$ cat src/fmd_pkg.sv
// Package with register map, field layout, reset values and types of the freefall/motion block.
package fmd_pkg;

    ////////////////////////////////////////////////////////////////////////////////////////////
    // Register offsets on the device register port.
    localparam logic [7:0] REG_CONFIG_ADDR    = 8'h15;
    localparam logic [7:0] REG_SOURCE_ADDR    = 8'h16;
    localparam logic [7:0] REG_THRESHOLD_ADDR = 8'h17;

    ////////////////////////////////////////////////////////////////////////////////////////////
    // Widths.
    localparam int REG_W       = 8;
    localparam int AXES        = 3;
    localparam int THS_W       = 7;
    localparam int SAMPLE_W    = 12;
    localparam int COUNT_W     = 8;
    localparam int FLAG_W      = 2 * AXES;

    // Configuration register field positions.
    localparam int CFG_LATCH_BIT  = 7;
    localparam int CFG_COMBINE_BIT = 6;
    localparam int CFG_EN_LSB     = 3;

    // Source register field positions; each axis owns a flag and polarity pair.
    localparam int SRC_ACTIVE_BIT = 7;
    localparam int SRC_FLAG_LSB   = 0;

    // Threshold register field positions.
    localparam int THS_MODE_BIT   = 7;
    localparam int THS_VALUE_LSB  = 0;

    ////////////////////////////////////////////////////////////////////////////////////////////
    // Reset values.
    localparam logic [REG_W-1:0]   CONFIG_RST    = 8'h00;
    localparam logic [REG_W-1:0]   THRESHOLD_RST = 8'h00;
    localparam logic [COUNT_W-1:0] COUNT_ZERO    = 8'h00;
    localparam logic [COUNT_W-1:0] COUNT_ONE     = 8'h01;
    localparam logic [FLAG_W-1:0]  FLAGS_CLEAR   = 6'h00;
    localparam logic [REG_W-1:0]   READ_ZERO     = 8'h00;

    // Threshold scale: one step is 0.063 g, full comparison range is 8 g.
    localparam int THS_STEP_MILLI_G = 63;
    localparam int FULL_SCALE_G     = 8;
    // Samples arrive on the 8 g scale; dropping the low bits gives threshold steps.
    localparam int SAMPLE_SHIFT     = SAMPLE_W - 1 - THS_W;

    ////////////////////////////////////////////////////////////////////////////////////////////
    // Complete state of the top module.
    typedef struct packed {
        logic [REG_W-1:0]   config_reg;
        logic [REG_W-1:0]   threshold_reg;
        logic [COUNT_W-1:0] debounce_cnt;
        logic               event_active;
        logic [FLAG_W-1:0]  flags;
        logic [REG_W-1:0]   rdata;
        logic               rvalid;
        logic               irq_line1;
        logic               irq_line2;
    } fmd_state_t;

endpackage : fmd_pkg

$ cat src/fmd_motion_detect.sv
// Freefall and motion detector with its configuration, source and threshold registers.
`timescale 1ns/1ps

module fmd_motion_detect #(
    parameter int SAMPLE_W = fmd_pkg::SAMPLE_W,
    parameter int COUNT_W  = fmd_pkg::COUNT_W
) (
    // Clock and reset.
    input  wire logic                           clk_sys_in,
    input  wire logic                           sys_rst_in,
    // New acceleration sample, one-cycle strobe at the output data rate.
    input  wire logic                           sample_valid_in,
    input  wire logic signed [SAMPLE_W-1:0]     x_sample_in,
    input  wire logic signed [SAMPLE_W-1:0]     y_sample_in,
    input  wire logic signed [SAMPLE_W-1:0]     z_sample_in,
    // Settings held elsewhere in the device.
    input  wire logic        [COUNT_W-1:0]      debounce_count_in,
    input  wire logic                           motion_irq_enable_in,
    input  wire logic                           motion_irq_route_in,
    // Register port.
    input  wire logic        [fmd_pkg::REG_W-1:0] reg_addr_in,
    input  wire logic                           reg_wr_in,
    input  wire logic        [fmd_pkg::REG_W-1:0] reg_wdata_in,
    input  wire logic                           reg_rd_in,
    output logic             [fmd_pkg::REG_W-1:0] reg_rdata_out,
    output logic                            reg_rvalid_out,
    // Status and interrupt lines.
    output logic                            event_active_out,
    output logic                            irq_line1_out,
    output logic                            irq_line2_out
);

    ////////////////////////////////////////////////////////////////////////////////////////////
    // State and its next value.
    fmd_pkg::fmd_state_t state_ff;
    fmd_pkg::fmd_state_t nxt_state;

    // Decoded configuration fields.
    logic                           latch_events;
    logic                           combine_select;
    logic [fmd_pkg::AXES-1:0]       axis_enable;
    logic                           debounce_mode;
    logic [fmd_pkg::THS_W-1:0]      threshold_value;

    // Per-axis comparison results, index 0 is X, 1 is Y, 2 is Z.
    logic [fmd_pkg::AXES-1:0]       axis_high;
    logic [fmd_pkg::AXES-1:0]       axis_low;
    logic [fmd_pkg::AXES-1:0]       axis_neg;

    // Combined condition and live flag image.
    logic                           any_enabled;
    logic                           motion_cond;
    logic                           freefall_cond;
    logic                           qualify;
    logic [fmd_pkg::FLAG_W-1:0]     live_flags;
    logic [fmd_pkg::FLAG_W-1:0]     enable_mask;

    // Register access decode.
    logic                           wr_config;
    logic                           wr_threshold;
    logic                           rd_source;
    logic                           latched_clear;

    ////////////////////////////////////////////////////////////////////////////////////////////
    // Field extraction from the stored configuration.
    assign latch_events    = state_ff.config_reg[fmd_pkg::CFG_LATCH_BIT];
    assign combine_select  = state_ff.config_reg[fmd_pkg::CFG_COMBINE_BIT];
    assign axis_enable     = state_ff.config_reg[fmd_pkg::CFG_EN_LSB +: fmd_pkg::AXES];

    assign debounce_mode   = state_ff.threshold_reg[fmd_pkg::THS_MODE_BIT];
    assign threshold_value = state_ff.threshold_reg[fmd_pkg::THS_VALUE_LSB +: fmd_pkg::THS_W];

    ////////////////////////////////////////////////////////////////////////////////////////////
    // One comparator per axis; the threshold is shared.
    fmd_axis_cmp #(
        .SAMPLE_W (SAMPLE_W)
    ) u_cmp_x (
        .sample_in (x_sample_in),
        .thresh_in (threshold_value),
        .high_out  (axis_high[0]),
        .low_out   (axis_low[0]),
        .neg_out   (axis_neg[0])
    );

    fmd_axis_cmp #(
        .SAMPLE_W (SAMPLE_W)
    ) u_cmp_y (
        .sample_in (y_sample_in),
        .thresh_in (threshold_value),
        .high_out  (axis_high[1]),
        .low_out   (axis_low[1]),
        .neg_out   (axis_neg[1])
    );

    fmd_axis_cmp #(
        .SAMPLE_W (SAMPLE_W)
    ) u_cmp_z (
        .sample_in (z_sample_in),
        .thresh_in (threshold_value),
        .high_out  (axis_high[2]),
        .low_out   (axis_low[2]),
        .neg_out   (axis_neg[2])
    );

    ////////////////////////////////////////////////////////////////////////////////////////////
    // Combination of the enabled axes.
    // Disabled axes are left out of the AND, otherwise freefall could never fire with
    // fewer than three axes enabled.
    // Without this guard an empty AND would read as freefall.
    assign any_enabled   = |axis_enable;
    assign motion_cond   = |(axis_high & axis_enable);
    assign freefall_cond = &(axis_low | ~axis_enable);
    assign qualify       = any_enabled
                           && (combine_select ? motion_cond : freefall_cond);

    // Live flag image: pairs of high flag and polarity, X in the low pair.
    always_comb
    begin
        live_flags  = fmd_pkg::FLAGS_CLEAR;
        enable_mask = fmd_pkg::FLAGS_CLEAR;

        for (int i = 0; i < fmd_pkg::AXES; i++)
        begin
            live_flags[2*i+1]  = axis_enable[i] & axis_high[i];
            // A quiet axis reports positive polarity.
            live_flags[2*i]    = axis_enable[i] & axis_high[i] & axis_neg[i];
            enable_mask[2*i+1] = axis_enable[i];
            enable_mask[2*i]   = axis_enable[i];
        end
    end

    ////////////////////////////////////////////////////////////////////////////////////////////
    // Register access decode.
    assign wr_config     = reg_wr_in && (reg_addr_in == fmd_pkg::REG_CONFIG_ADDR);
    assign wr_threshold  = reg_wr_in && (reg_addr_in == fmd_pkg::REG_THRESHOLD_ADDR);
    assign rd_source     = reg_rd_in && (reg_addr_in == fmd_pkg::REG_SOURCE_ADDR);

    // Only a latched source read has a side effect.
    assign latched_clear = rd_source && latch_events;

    ////////////////////////////////////////////////////////////////////////////////////////////
    // Next-state logic.
    // A latched source read clears first and the sample of the same cycle is then
    // applied to the cleared state, so an event landing on the read is not lost.
    always_comb
    begin
        logic [COUNT_W-1:0] cnt;
        logic               active;
        logic [fmd_pkg::FLAG_W-1:0] flags;
        logic               reached;

        // Working copies keep the clear-then-sample order.
        cnt       = state_ff.debounce_cnt;
        active    = state_ff.event_active;
        flags     = state_ff.flags;
        reached   = 1'b0;
        nxt_state = state_ff;

        // Register writes; the source register is read-only.
        if (wr_config)
        begin
            nxt_state.config_reg = reg_wdata_in;
        end

        if (wr_threshold)
        begin
            nxt_state.threshold_reg = reg_wdata_in;
        end

        // Read data is captured before the clear takes effect; disabled pairs read zero.
        nxt_state.rvalid = reg_rd_in;

        if (reg_rd_in)
        begin
            case (reg_addr_in)
                fmd_pkg::REG_CONFIG_ADDR:
                begin
                    nxt_state.rdata = state_ff.config_reg;
                end

                fmd_pkg::REG_SOURCE_ADDR:
                begin
                    nxt_state.rdata = fmd_pkg::READ_ZERO;
                    nxt_state.rdata[fmd_pkg::SRC_ACTIVE_BIT] = state_ff.event_active;
                    nxt_state.rdata[fmd_pkg::SRC_FLAG_LSB +: fmd_pkg::FLAG_W] =
                        state_ff.flags & enable_mask;
                end

                fmd_pkg::REG_THRESHOLD_ADDR:
                begin
                    nxt_state.rdata = state_ff.threshold_reg;
                end

                default:
                begin
                    // Unmapped offsets answer zero.
                    nxt_state.rdata = fmd_pkg::READ_ZERO;
                end
            endcase
        end

        // Latched read clears event_active, every flag and the debounce counter.
        if (latched_clear)
        begin
            cnt    = fmd_pkg::COUNT_ZERO;
            active = 1'b0;
            flags  = fmd_pkg::FLAGS_CLEAR;
        end

        // Detection runs only on a new sample.
        if (sample_valid_in)
        begin
            // Debounce counter.
            // Clear mode restarts; decrement mode rides out gaps.
            if (qualify)
            begin
                if (cnt < debounce_count_in)
                begin
                    cnt = cnt + fmd_pkg::COUNT_ONE;
                end
                else
                begin
                    cnt = debounce_count_in;
                end
            end
            else if (debounce_mode)
            begin
                cnt = fmd_pkg::COUNT_ZERO;
            end
            else if (cnt != fmd_pkg::COUNT_ZERO)
            begin
                cnt = cnt - fmd_pkg::COUNT_ONE;
            end

            // Count zero sets on the first hit.
            reached = qualify && (cnt == debounce_count_in);

            if (latch_events)
            begin
                // Sticky until read; flags follow live status only while inactive.
                if (!active)
                begin
                    flags = live_flags;
                    if (reached)
                    begin
                        active = 1'b1;
                    end
                end
            end
            else
            begin
                // Unlatched: set on reaching the count, cleared once the counter drains.
                flags = live_flags;
                if (reached)
                begin
                    active = 1'b1;
                end
                else if (cnt == fmd_pkg::COUNT_ZERO)
                begin
                    active = 1'b0;
                end
            end
        end

        // Turning every axis off stops the function and drops any pending event.
        if (!any_enabled)
        begin
            cnt    = fmd_pkg::COUNT_ZERO;
            active = 1'b0;
            flags  = fmd_pkg::FLAGS_CLEAR;
        end

        nxt_state.debounce_cnt = cnt;
        nxt_state.event_active = active;
        nxt_state.flags        = flags;

        // Interrupt lines follow the stored event, gated and steered by the settings.
        nxt_state.irq_line1 = state_ff.event_active
                              && motion_irq_enable_in && motion_irq_route_in;

        nxt_state.irq_line2 = state_ff.event_active
                              && motion_irq_enable_in && !motion_irq_route_in;
    end

    ////////////////////////////////////////////////////////////////////////////////////////////
    // State register; configuration starts as latch off, freefall, all axes off.
    always_ff @(posedge clk_sys_in or posedge sys_rst_in)
    begin
        if (sys_rst_in)
        begin
            state_ff.config_reg    <= fmd_pkg::CONFIG_RST;
            state_ff.threshold_reg <= fmd_pkg::THRESHOLD_RST;
            state_ff.debounce_cnt  <= fmd_pkg::COUNT_ZERO;
            state_ff.event_active  <= 1'b0;
            state_ff.flags         <= fmd_pkg::FLAGS_CLEAR;

            state_ff.rdata         <= fmd_pkg::READ_ZERO;
            state_ff.rvalid        <= 1'b0;
            state_ff.irq_line1     <= 1'b0;
            state_ff.irq_line2     <= 1'b0;
        end
        else
        begin
            state_ff <= nxt_state;
        end
    end

    ////////////////////////////////////////////////////////////////////////////////////////////
    // Outputs straight from the state register.
    // No output is decoded, so pins never glitch.
    assign reg_rdata_out    = state_ff.rdata;
    assign reg_rvalid_out   = state_ff.rvalid;
    assign event_active_out = state_ff.event_active;
    assign irq_line1_out    = state_ff.irq_line1;
    assign irq_line2_out    = state_ff.irq_line2;

endmodule : fmd_motion_detect

$ cat src/fmd_axis_cmp.sv
// One axis comparator: magnitude of a signed sample against the 7-bit threshold.
`timescale 1ns/1ps

module fmd_axis_cmp #(
    parameter int SAMPLE_W = fmd_pkg::SAMPLE_W,
    parameter int THS_W    = fmd_pkg::THS_W,
    parameter int SHIFT    = fmd_pkg::SAMPLE_SHIFT
) (
    // Sample and threshold.
    input  wire logic signed [SAMPLE_W-1:0] sample_in,
    input  wire logic        [THS_W-1:0]    thresh_in,
    // Comparison results.
    output logic                            high_out,
    output logic                            low_out,
    output logic                            neg_out
);

    ////////////////////////////////////////////////////////////////////////////////////////////
    logic [SAMPLE_W-1:0] magnitude;
    logic [THS_W:0]      coarse;

    // Magnitude fits unsigned in the sample width, even for the most negative code.
    assign magnitude = sample_in[SAMPLE_W-1] ? SAMPLE_W'(-sample_in) : SAMPLE_W'(sample_in);

    // Coarse value reaches one step above the threshold range, so 8 g is still seen.
    assign coarse = (THS_W+1)'(magnitude >> SHIFT);

    // Strictly above for motion, at or below for the low condition.
    assign high_out = coarse > {1'b0, thresh_in};
    assign low_out  = coarse <= {1'b0, thresh_in};
    assign neg_out  = sample_in[SAMPLE_W-1];

endmodule : fmd_axis_cmp

$ cat config.mk
export PLATFORM = sky130hd
export DESIGN_NAME = fmd_motion_detect
export DESIGN_NICKNAME = d
export VERILOG_FILES = /design/src/fmd_pkg.sv /design/src/fmd_motion_detect.sv /design/src/fmd_axis_cmp.sv
export SDC_FILE = /design/constraint.sdc
export NUM_CORES = 1
export LEC_CHECK = 0
export BUFFER_PORTS_ARGS = -buffer_cell sky130_fd_sc_hd__buf_2
export CELL_PAD_IN_SITES_DETAIL_PLACEMENT = 2
export CELL_PAD_IN_SITES_GLOBAL_PLACEMENT = 2
export CORE_MARGIN = 2
export CORE_UTILIZATION = 33
export DETAILED_ROUTE_END_ITERATION = 10
export GPL_ROUTABILITY_DRIVEN = 0
export PLACE_DENSITY_LB_ADDON = 0.1
export SYNTH_ARGS = -nofsm -noshare
export SYNTH_HDL_FRONTEND = slang
export SYNTH_HIERARCHICAL = 1
export SYNTH_SLANG_ARGS = --single-unit
$ cat constraint.sdc
create_clock -name clk_sys_in -period 3.8 [get_ports clk_sys_in]
set_clock_uncertainty 0.05 [all_clocks]
set_input_delay 0.57 -clock clk_sys_in [delete_from_list [all_inputs] [get_ports clk_sys_in]]
set_output_delay 0.57 -clock clk_sys_in [all_outputs]
set_load 0.005 [all_outputs]
==> results of run 1 <==
-- power groups by stage --
stage / clock (uW) / sequential (uW) / combinational [uW]
5_1_grt: 458 / 485 / 584
6_report: 435 / 483 / 534
3_3_place_gp: 0 / 489 / 423
3_5_place_dp: 0 / 490 / 446
4_1_cts: 445 / 482 / 472
2_1_floorplan: 0 / 476 / 245
-- flip-flops by register name, indices dropped and copies added, names as in the netlist --
name and flops:
debounce_mode 1, axis_enable 3, state_ff 24, reg_rvalid_out 1, irq_line1_out 1, irq_line2_out 1, combine_select 1, latch_events 1
reg_rdata_out 8, event_active_out 1
-- metal layers --
metal,up-vias,routed length (um)
met5,-,0
met4,0,353
met1,2278,6986
li1,2086,-
met3,26,442
met2,100,9004
-- stage by stage --
step                      instance area (um2)  setup slack [ps]  util, %  hold slack (ps)
after CTS                                5430            -573.6    45.21            386.5
after floorplan                          4080            -290.9        -            430.0
after detailed placement                 5117             -1089    42.60            453.8
after global placement                   5117            -952.9    42.60            446.2
after global routing                     5700            -945.7    47.46            396.3
final                                    5700            -711.3    47.46            374.3
-- kinds of logic after synthesis --
family	count (synthesis)
buffers and inverters	78
muxes	23
AOI/OAI and AO/OA	118
xor gates and xnor gates	31
adders and majority gates	28
DFF	42
and+or+nand+nor	173
-- worst max-delay path, stage by stage --
cell,delay [ps]
buf_6,100
nor4_4,300
nand2b_1,160
o31ai_2,280
xnor2_1,140
ha_1,330
nand4_1,140
o221a_2,330
o32ai_4,270
a22oi_2,120
and3_4,190
or3_4,410
buf_4,160
o2111ai_1,160
o31ai_2,160
a211oi_2,320
o2111ai_1,200
nor3_2,180
o311ai_2,100
-- area by class of cell --
class                           instances  area share, %
Clock buffer                            5          2.195
Inverter                               49          3.227
Multi-Input combinational cell        373          51.56
Tap cell                              147          3.227
Clock inverter                          3         0.4170
Sequential cell                        42          18.44
Timing Repair Buffer                  179          20.94
-- cells in the mapped netlist (2+ instances only) --
cell type	n
and3_1	3
or3_1	8
a22oi_1	3
or4_1	2
a31oi_1	9
nand3b_1	2
xnor2_1	26
o22ai_1	9
nand2b_1	14
mux2_2	18
xor2_1	5
nor3_1	18
nand3_1	23
inv_1	48
o31ai_1	6
nand2_1	41
o211ai_1	6
o2111ai_1	3
a221oi_1	2
a21oi_1	23
a32oi_1	3
a21o_1	2
o31a_2	3
nor4_1	4
o21ai_0	17
nand4_1	7
nor2b_1	3
and2b_2	3
o221a_2	3
a211oi_1	11
o32a_1	3
ha_1	27
nor4_4	3
o32ai_1	5
nand2_4	2
clkbuf_2	2
clkbuf_1	9
buf_4	11
buf_2	4
mux2i_1	5
buf_1	2
dfrtp_1	42
nor2_1	31
and2_1	2
-- worst paths after layout --
| check | endpoint |
|---|---|
| max in group asynchronous | reg_rdata_out[2] |
| worst min-delay path | state_ff[19] |
| worst max register to register | event_active_out |
| worst max-delay path | event_active_out |
| worst min register to register | state_ff[36] |
| min in group clk_sys_in | irq_line2_out |
-- repair_timing --
action,in CTS,in global routing
endpoints found under the setup margin,9,9
resized for setup,21,36
setup buffers,7,11
pin swaps,11,20
==> results_dict.tcl, run 1 <==
set metrics [dict create \
    dp_cells 773 \
    finalCriticalPeriod_ps 4511 \
    wl_per_cell_um 21.04 \
    totalNegativeSetupSlack_ps -3270 \
    synth.distinct_cells 64 \
    slew_headroom_pct 50.04 \
    cp.required_ps 3900 \
    cts-buffers-inserted 5 \
    synth_fa_ha_area_share_pct 8.591 \
    synth-simple-area-share_pct 23.42 \
    cts_sinks 42 \
    worst_slew_pin_slew_ps 746.1 \
    synth_compound_area_share_pct 20.46 \
    drtPass1Iterations 6 \
    syn2layout_area_growth_pct 40.79 \
    synthFlopType "dfrtp_1" \
    hp-class "in2async" \
    layout.cells.most_common "buf_4" \
    multiInputGateArea_um2 2939 \
    finalCritPeriodShare_pct 118.7 \
    grt.overflow.total 0 \
    synth_top_family_by_area "simple AND/OR/NAND/NOR gates" \
    dp.final_hpwl_um 12440 \
    avgSynthCellArea_um2 8.213 \
    max_clock_freq_mhz 221.7 \
    rsz0062_at_grt "yes" \
    arrival_ps 4610 \
    p_per_area_nw_per_um2 254.6 \
    drive_above_1_share_pct 40.25 \
    syn-cell-area_um2 4049 \
    p_leak_uw 0.002479 \
    die_w_um 114.8 \
    initial_core_util_pct 33.71 \
    ys_ff_latch 42 \
    drt_wl_total_um 16790 \
    final_cell_mix "buf_4, buf_2, inv_1" \
    antenna_found_initial 0 \
    io_pins 79 \
    grt_max_degree 43 \
    yosysTopAreaCell "dfrtp_1" \
    via_count 4490 \
    use_met2_pct 45.76 \
    cts_tree "done" \
    hold_viol 0 \
    p_int_uw 956.3 \
    violations "setup timing" \
    cts-root-buf "clkbuf_16" \
    path_max_fanout 4 \
    synth.area.top_cells "dfrtp_1, ha_1, xnor2_1" \
    power_frac_comb_pct 36.8 \
    finalMaxSlewViolations 0 \
    rows 40 \
    clock_path_buffers 2 \
    synth_edf_count 0 \
    r2r_slack_ps -60 \
    synth_nets 587 \
    detail-route-antenna-nets 0 \
    vdd_drop_max_mv 0.2355 \
    drcViolationCount 0 \
    die_h_um 114.8 \
    grt_use_total_pct 24.31 \
    yosys_warnings 6 \
    seq_area_frac_synth_pct 25.96 \
    grt_pass1_wl_um 25470 \
    start_kind "input port" \
    path_class "in2reg" \
    ff_latch_area_um2 1051 \
    synthXorXnorAreaFrac_pct 6.706 \
    clk_pin_slew_ps 70 \
    fin_ws_ps -711.3 \
    synth_top_area_share_pct 25.96 \
    drtIter0Drc 221 \
    die_area_um2 13170 \
    p_switching_uw 495.3 \
    antenna_cells 0 \
    crit_start "y_sample_in[1]" \
    core_um2 12010 \
    fill_cells 1341 \
    synth.mux.area_fraction_pct 6.242 \
    power_uw 1452 \
    cp-end-kind "register" \
    clkLatencyLatePin_ps 280 \
    synthCells 493 \
    setup_viol 8 \
    synthArstFlopShare_pct 100.0 \
    nNetsFinal 744 \
    postCtsHoldBufs 0 \
    r2r-start "state_ff[31]" \
    maxCapViolCount 0 \
    grt_pass1_vias 4862 \
    power_frac_seq_pct 33.3 \
    met3_usage_pct 1.529 \
    portBuffers 78 \
    power_switching_share_pct 34.12 \
    r2r_cells 16 \
    viasPerCell 5.627 \
    grtUsageMet1_pct 31.13 \
    p_clk_share_pct 30.0 \
    grt.busiest_layer "met2" \
    finalNonFillerCells 798 \
    status "finished with violations" \
    htreeDepth 2 \
]
Power figures use the tool's default switching activity.
==> run 2, diff against run 1 <==
- SKIP_CTS_REPAIR_TIMING: not set -> 1
==> results_dict.tcl, run 2 (same netlist as run 1, synthesis figures left out) <==
set metrics [dict create \
    status "finished with violations" \
    violations "setup timing" \
    viasPerCell 5.606 \
    finalCritPeriodShare_pct 119.3 \
    drtIter0Drc 195 \
    fin_ws_ps -732.6 \
    grt_pass1_wl_um 24720 \
    slew_headroom_pct 50.43 \
    fill_cells 1364 \
    path_max_fanout 6 \
    drcViolationCount 0 \
    use_met2_pct 43.94 \
    arrival_ps 4670 \
    clkLatencyLatePin_ps 290 \
    io_pins 79 \
    worst_slew_pin_slew_ps 740.2 \
    rows 40 \
    path_class "in2reg" \
    cp-end-kind "register" \
    htreeDepth 2 \
    setup_viol 9 \
    ff_latch_area_um2 1051 \
    cts-root-buf "clkbuf_16" \
    dp.final_hpwl_um 12440 \
    final_cell_mix "buf_4, buf_2, inv_1" \
    r2r-start "state_ff[31]" \
    portBuffers 78 \
    largest_reg_flops 24 \
    holdWs_ps 378.9 \
    crit_chain "buf_2 > nor4_4 > nand2b_1 > o31ai_2 > xnor2_1 > ha_1 > nand4_1 > o221a_2 > o32a_1 > nand2b_1 > a31oi_4 > or3_4 > buf_4 > nand3_4 > a21o_1 > a31oi_1 > o2111ai_1 > or4b_4 > o311ai_2" \
    drtPass1Iterations 6 \
    die_area_um2 13170 \
    grtUsageMet1_pct 30.09 \
    grt.overflow.total 0 \
    cp.required_ps 3940 \
    multiInputGateArea_um2 2878 \
    maxCapViolCount 0 \
    critPathMostFrequentCell "nand2b_1" \
    wl_per_cell_um 20.14 \
    layout.cells.most_common "buf_4" \
    nNetsFinal 735 \
    clock_path_buffers 2 \
    cts_tree "done" \
    clk_pin_slew_ps 60 \
    start_kind "input port" \
    finalMaxSlewViolations 0 \
    r2r_slack_ps -140 \
    grt.busiest_layer "met2" \
    r2r_cells 15 \
    die_h_um 114.8 \
    drive_above_1_share_pct 38.01 \
    detail-route-antenna-nets 0 \
    top_register "state_ff" \
    grt_use_total_pct 23.53 \
    p_leak_uw 0.002426 \
    antenna_found_initial 0 \
    finalCriticalPeriod_ps 4533 \
    drt_wl_total_um 15890 \
    hold_viol 0 \
    syn2layout_area_growth_pct 36.50 \
    crit_buf_inv 2 \
    met3_usage_pct 1.845 \
    cts_sinks 42 \
    slowest_delay_ps 560 \
    grt_pass1_vias 4813 \
    grt_max_degree 43 \
    via_count 4423 \
    die_w_um 114.8 \
    max_clock_freq_mhz 220.6 \
    final_util_pct 46.01 \
    rsz0062_at_grt "yes" \
    p_per_area_nw_per_um2 256.7 \
    hp-class "in2async" \
    vdd_drop_max_mv 0.2348 \
    cp_top_family "compound AO/OA/AOI/OAI gates" \
    r2r-end "event_active_out" \
    crit_slowest_cell "or4b_4" \
    initial_core_util_pct 33.71 \
    antenna_cells 0 \
    cts-buffers-inserted 5 \
    core_um2 12010 \
]
==> run 2: cell types whose count changed in the layout (fill, tap and decap cells not counted), moves of 2 or more <==
cell      change
a211oi_1      +5
a211oi_2      -3
a211oi_4      -2
a21oi_2       +2
buf_2         +3
buf_4         -3
buf_6         -8
nor3_1        +3
nor3_2        -2
o21ai_2       +2
==> run 2: cell type report <==
| type | instances | area share [%] |
|---|---|---|
| multi-input cells | 373 | 52.07 |
| repair buffers | 170 | 19.56 |
| flip-flops and latches | 42 | 19.02 |
| inverters | 49 | 3.328 |
| well taps | 147 | 3.328 |
| clock buffers | 5 | 2.264 |
| clock inverters | 3 | 0.4302 |
==> run 2: worst min-delay path, cell delays in order <==
cell	delay (ps)
buf_2	100
clkinv_1	50
buf_4	460
==> run 2: power breakdown <==
| group | switching [uW] | total [uW] | internal, uW |
|---|---|---|---|
| Combinational | 263 | 500 | 238 |
| Sequential | 24.0 | 483 | 459 |
| Clock | 189 | 435 | 246 |
| Total | 476 | 1420 | 943 |
==> run 2: worst max path at each step <==
stage                        start  slack, ps  cells after the start               end
global route        y_sample_in[2]       -890                     18  event_active_out
finish              x_sample_in[2]       -730                     19  event_active_out
floorplan           z_sample_in[2]       -290                     17  event_active_out
CTS                 z_sample_in[2]       -800                     19  event_active_out
detailed placement  z_sample_in[2]      -1090                     19  event_active_out
global placement    z_sample_in[2]       -950                     19  event_active_out
==> run 2: per-layer routing <==
layer / vias to the layer above / routed length, um / share of wire [%]
met2: 96 / 8396 / 53
met4: 0 / 211 / 1.3
met1: 2242 / 6904 / 43
met5: - / 0 / 0
met3: 12 / 375 / 2.4
li1: 2073 / - / -
==> run 2: stage by stage <==
| stage | instances | total power [uW] | setup WS (ps) | cell area [um2] | setup TNS [ps] |
|---|---|---|---|---|---|
| global placement | 773 | 912.4 | -952.9 | 5117 | -5111 |
| finish | 789 | 1419 | -732.6 | 5527 | -2601 |
| floorplan | 493 | 721.3 | -290.9 | 4080 | -290.9 |
| CTS | 781 | 1378 | -798.7 | 5266 | -3760 |
| detailed placement | 773 | 936.7 | -1089 | 5117 | -6189 |
| global route | 789 | 1499 | -894.5 | 5527 | -4990 |
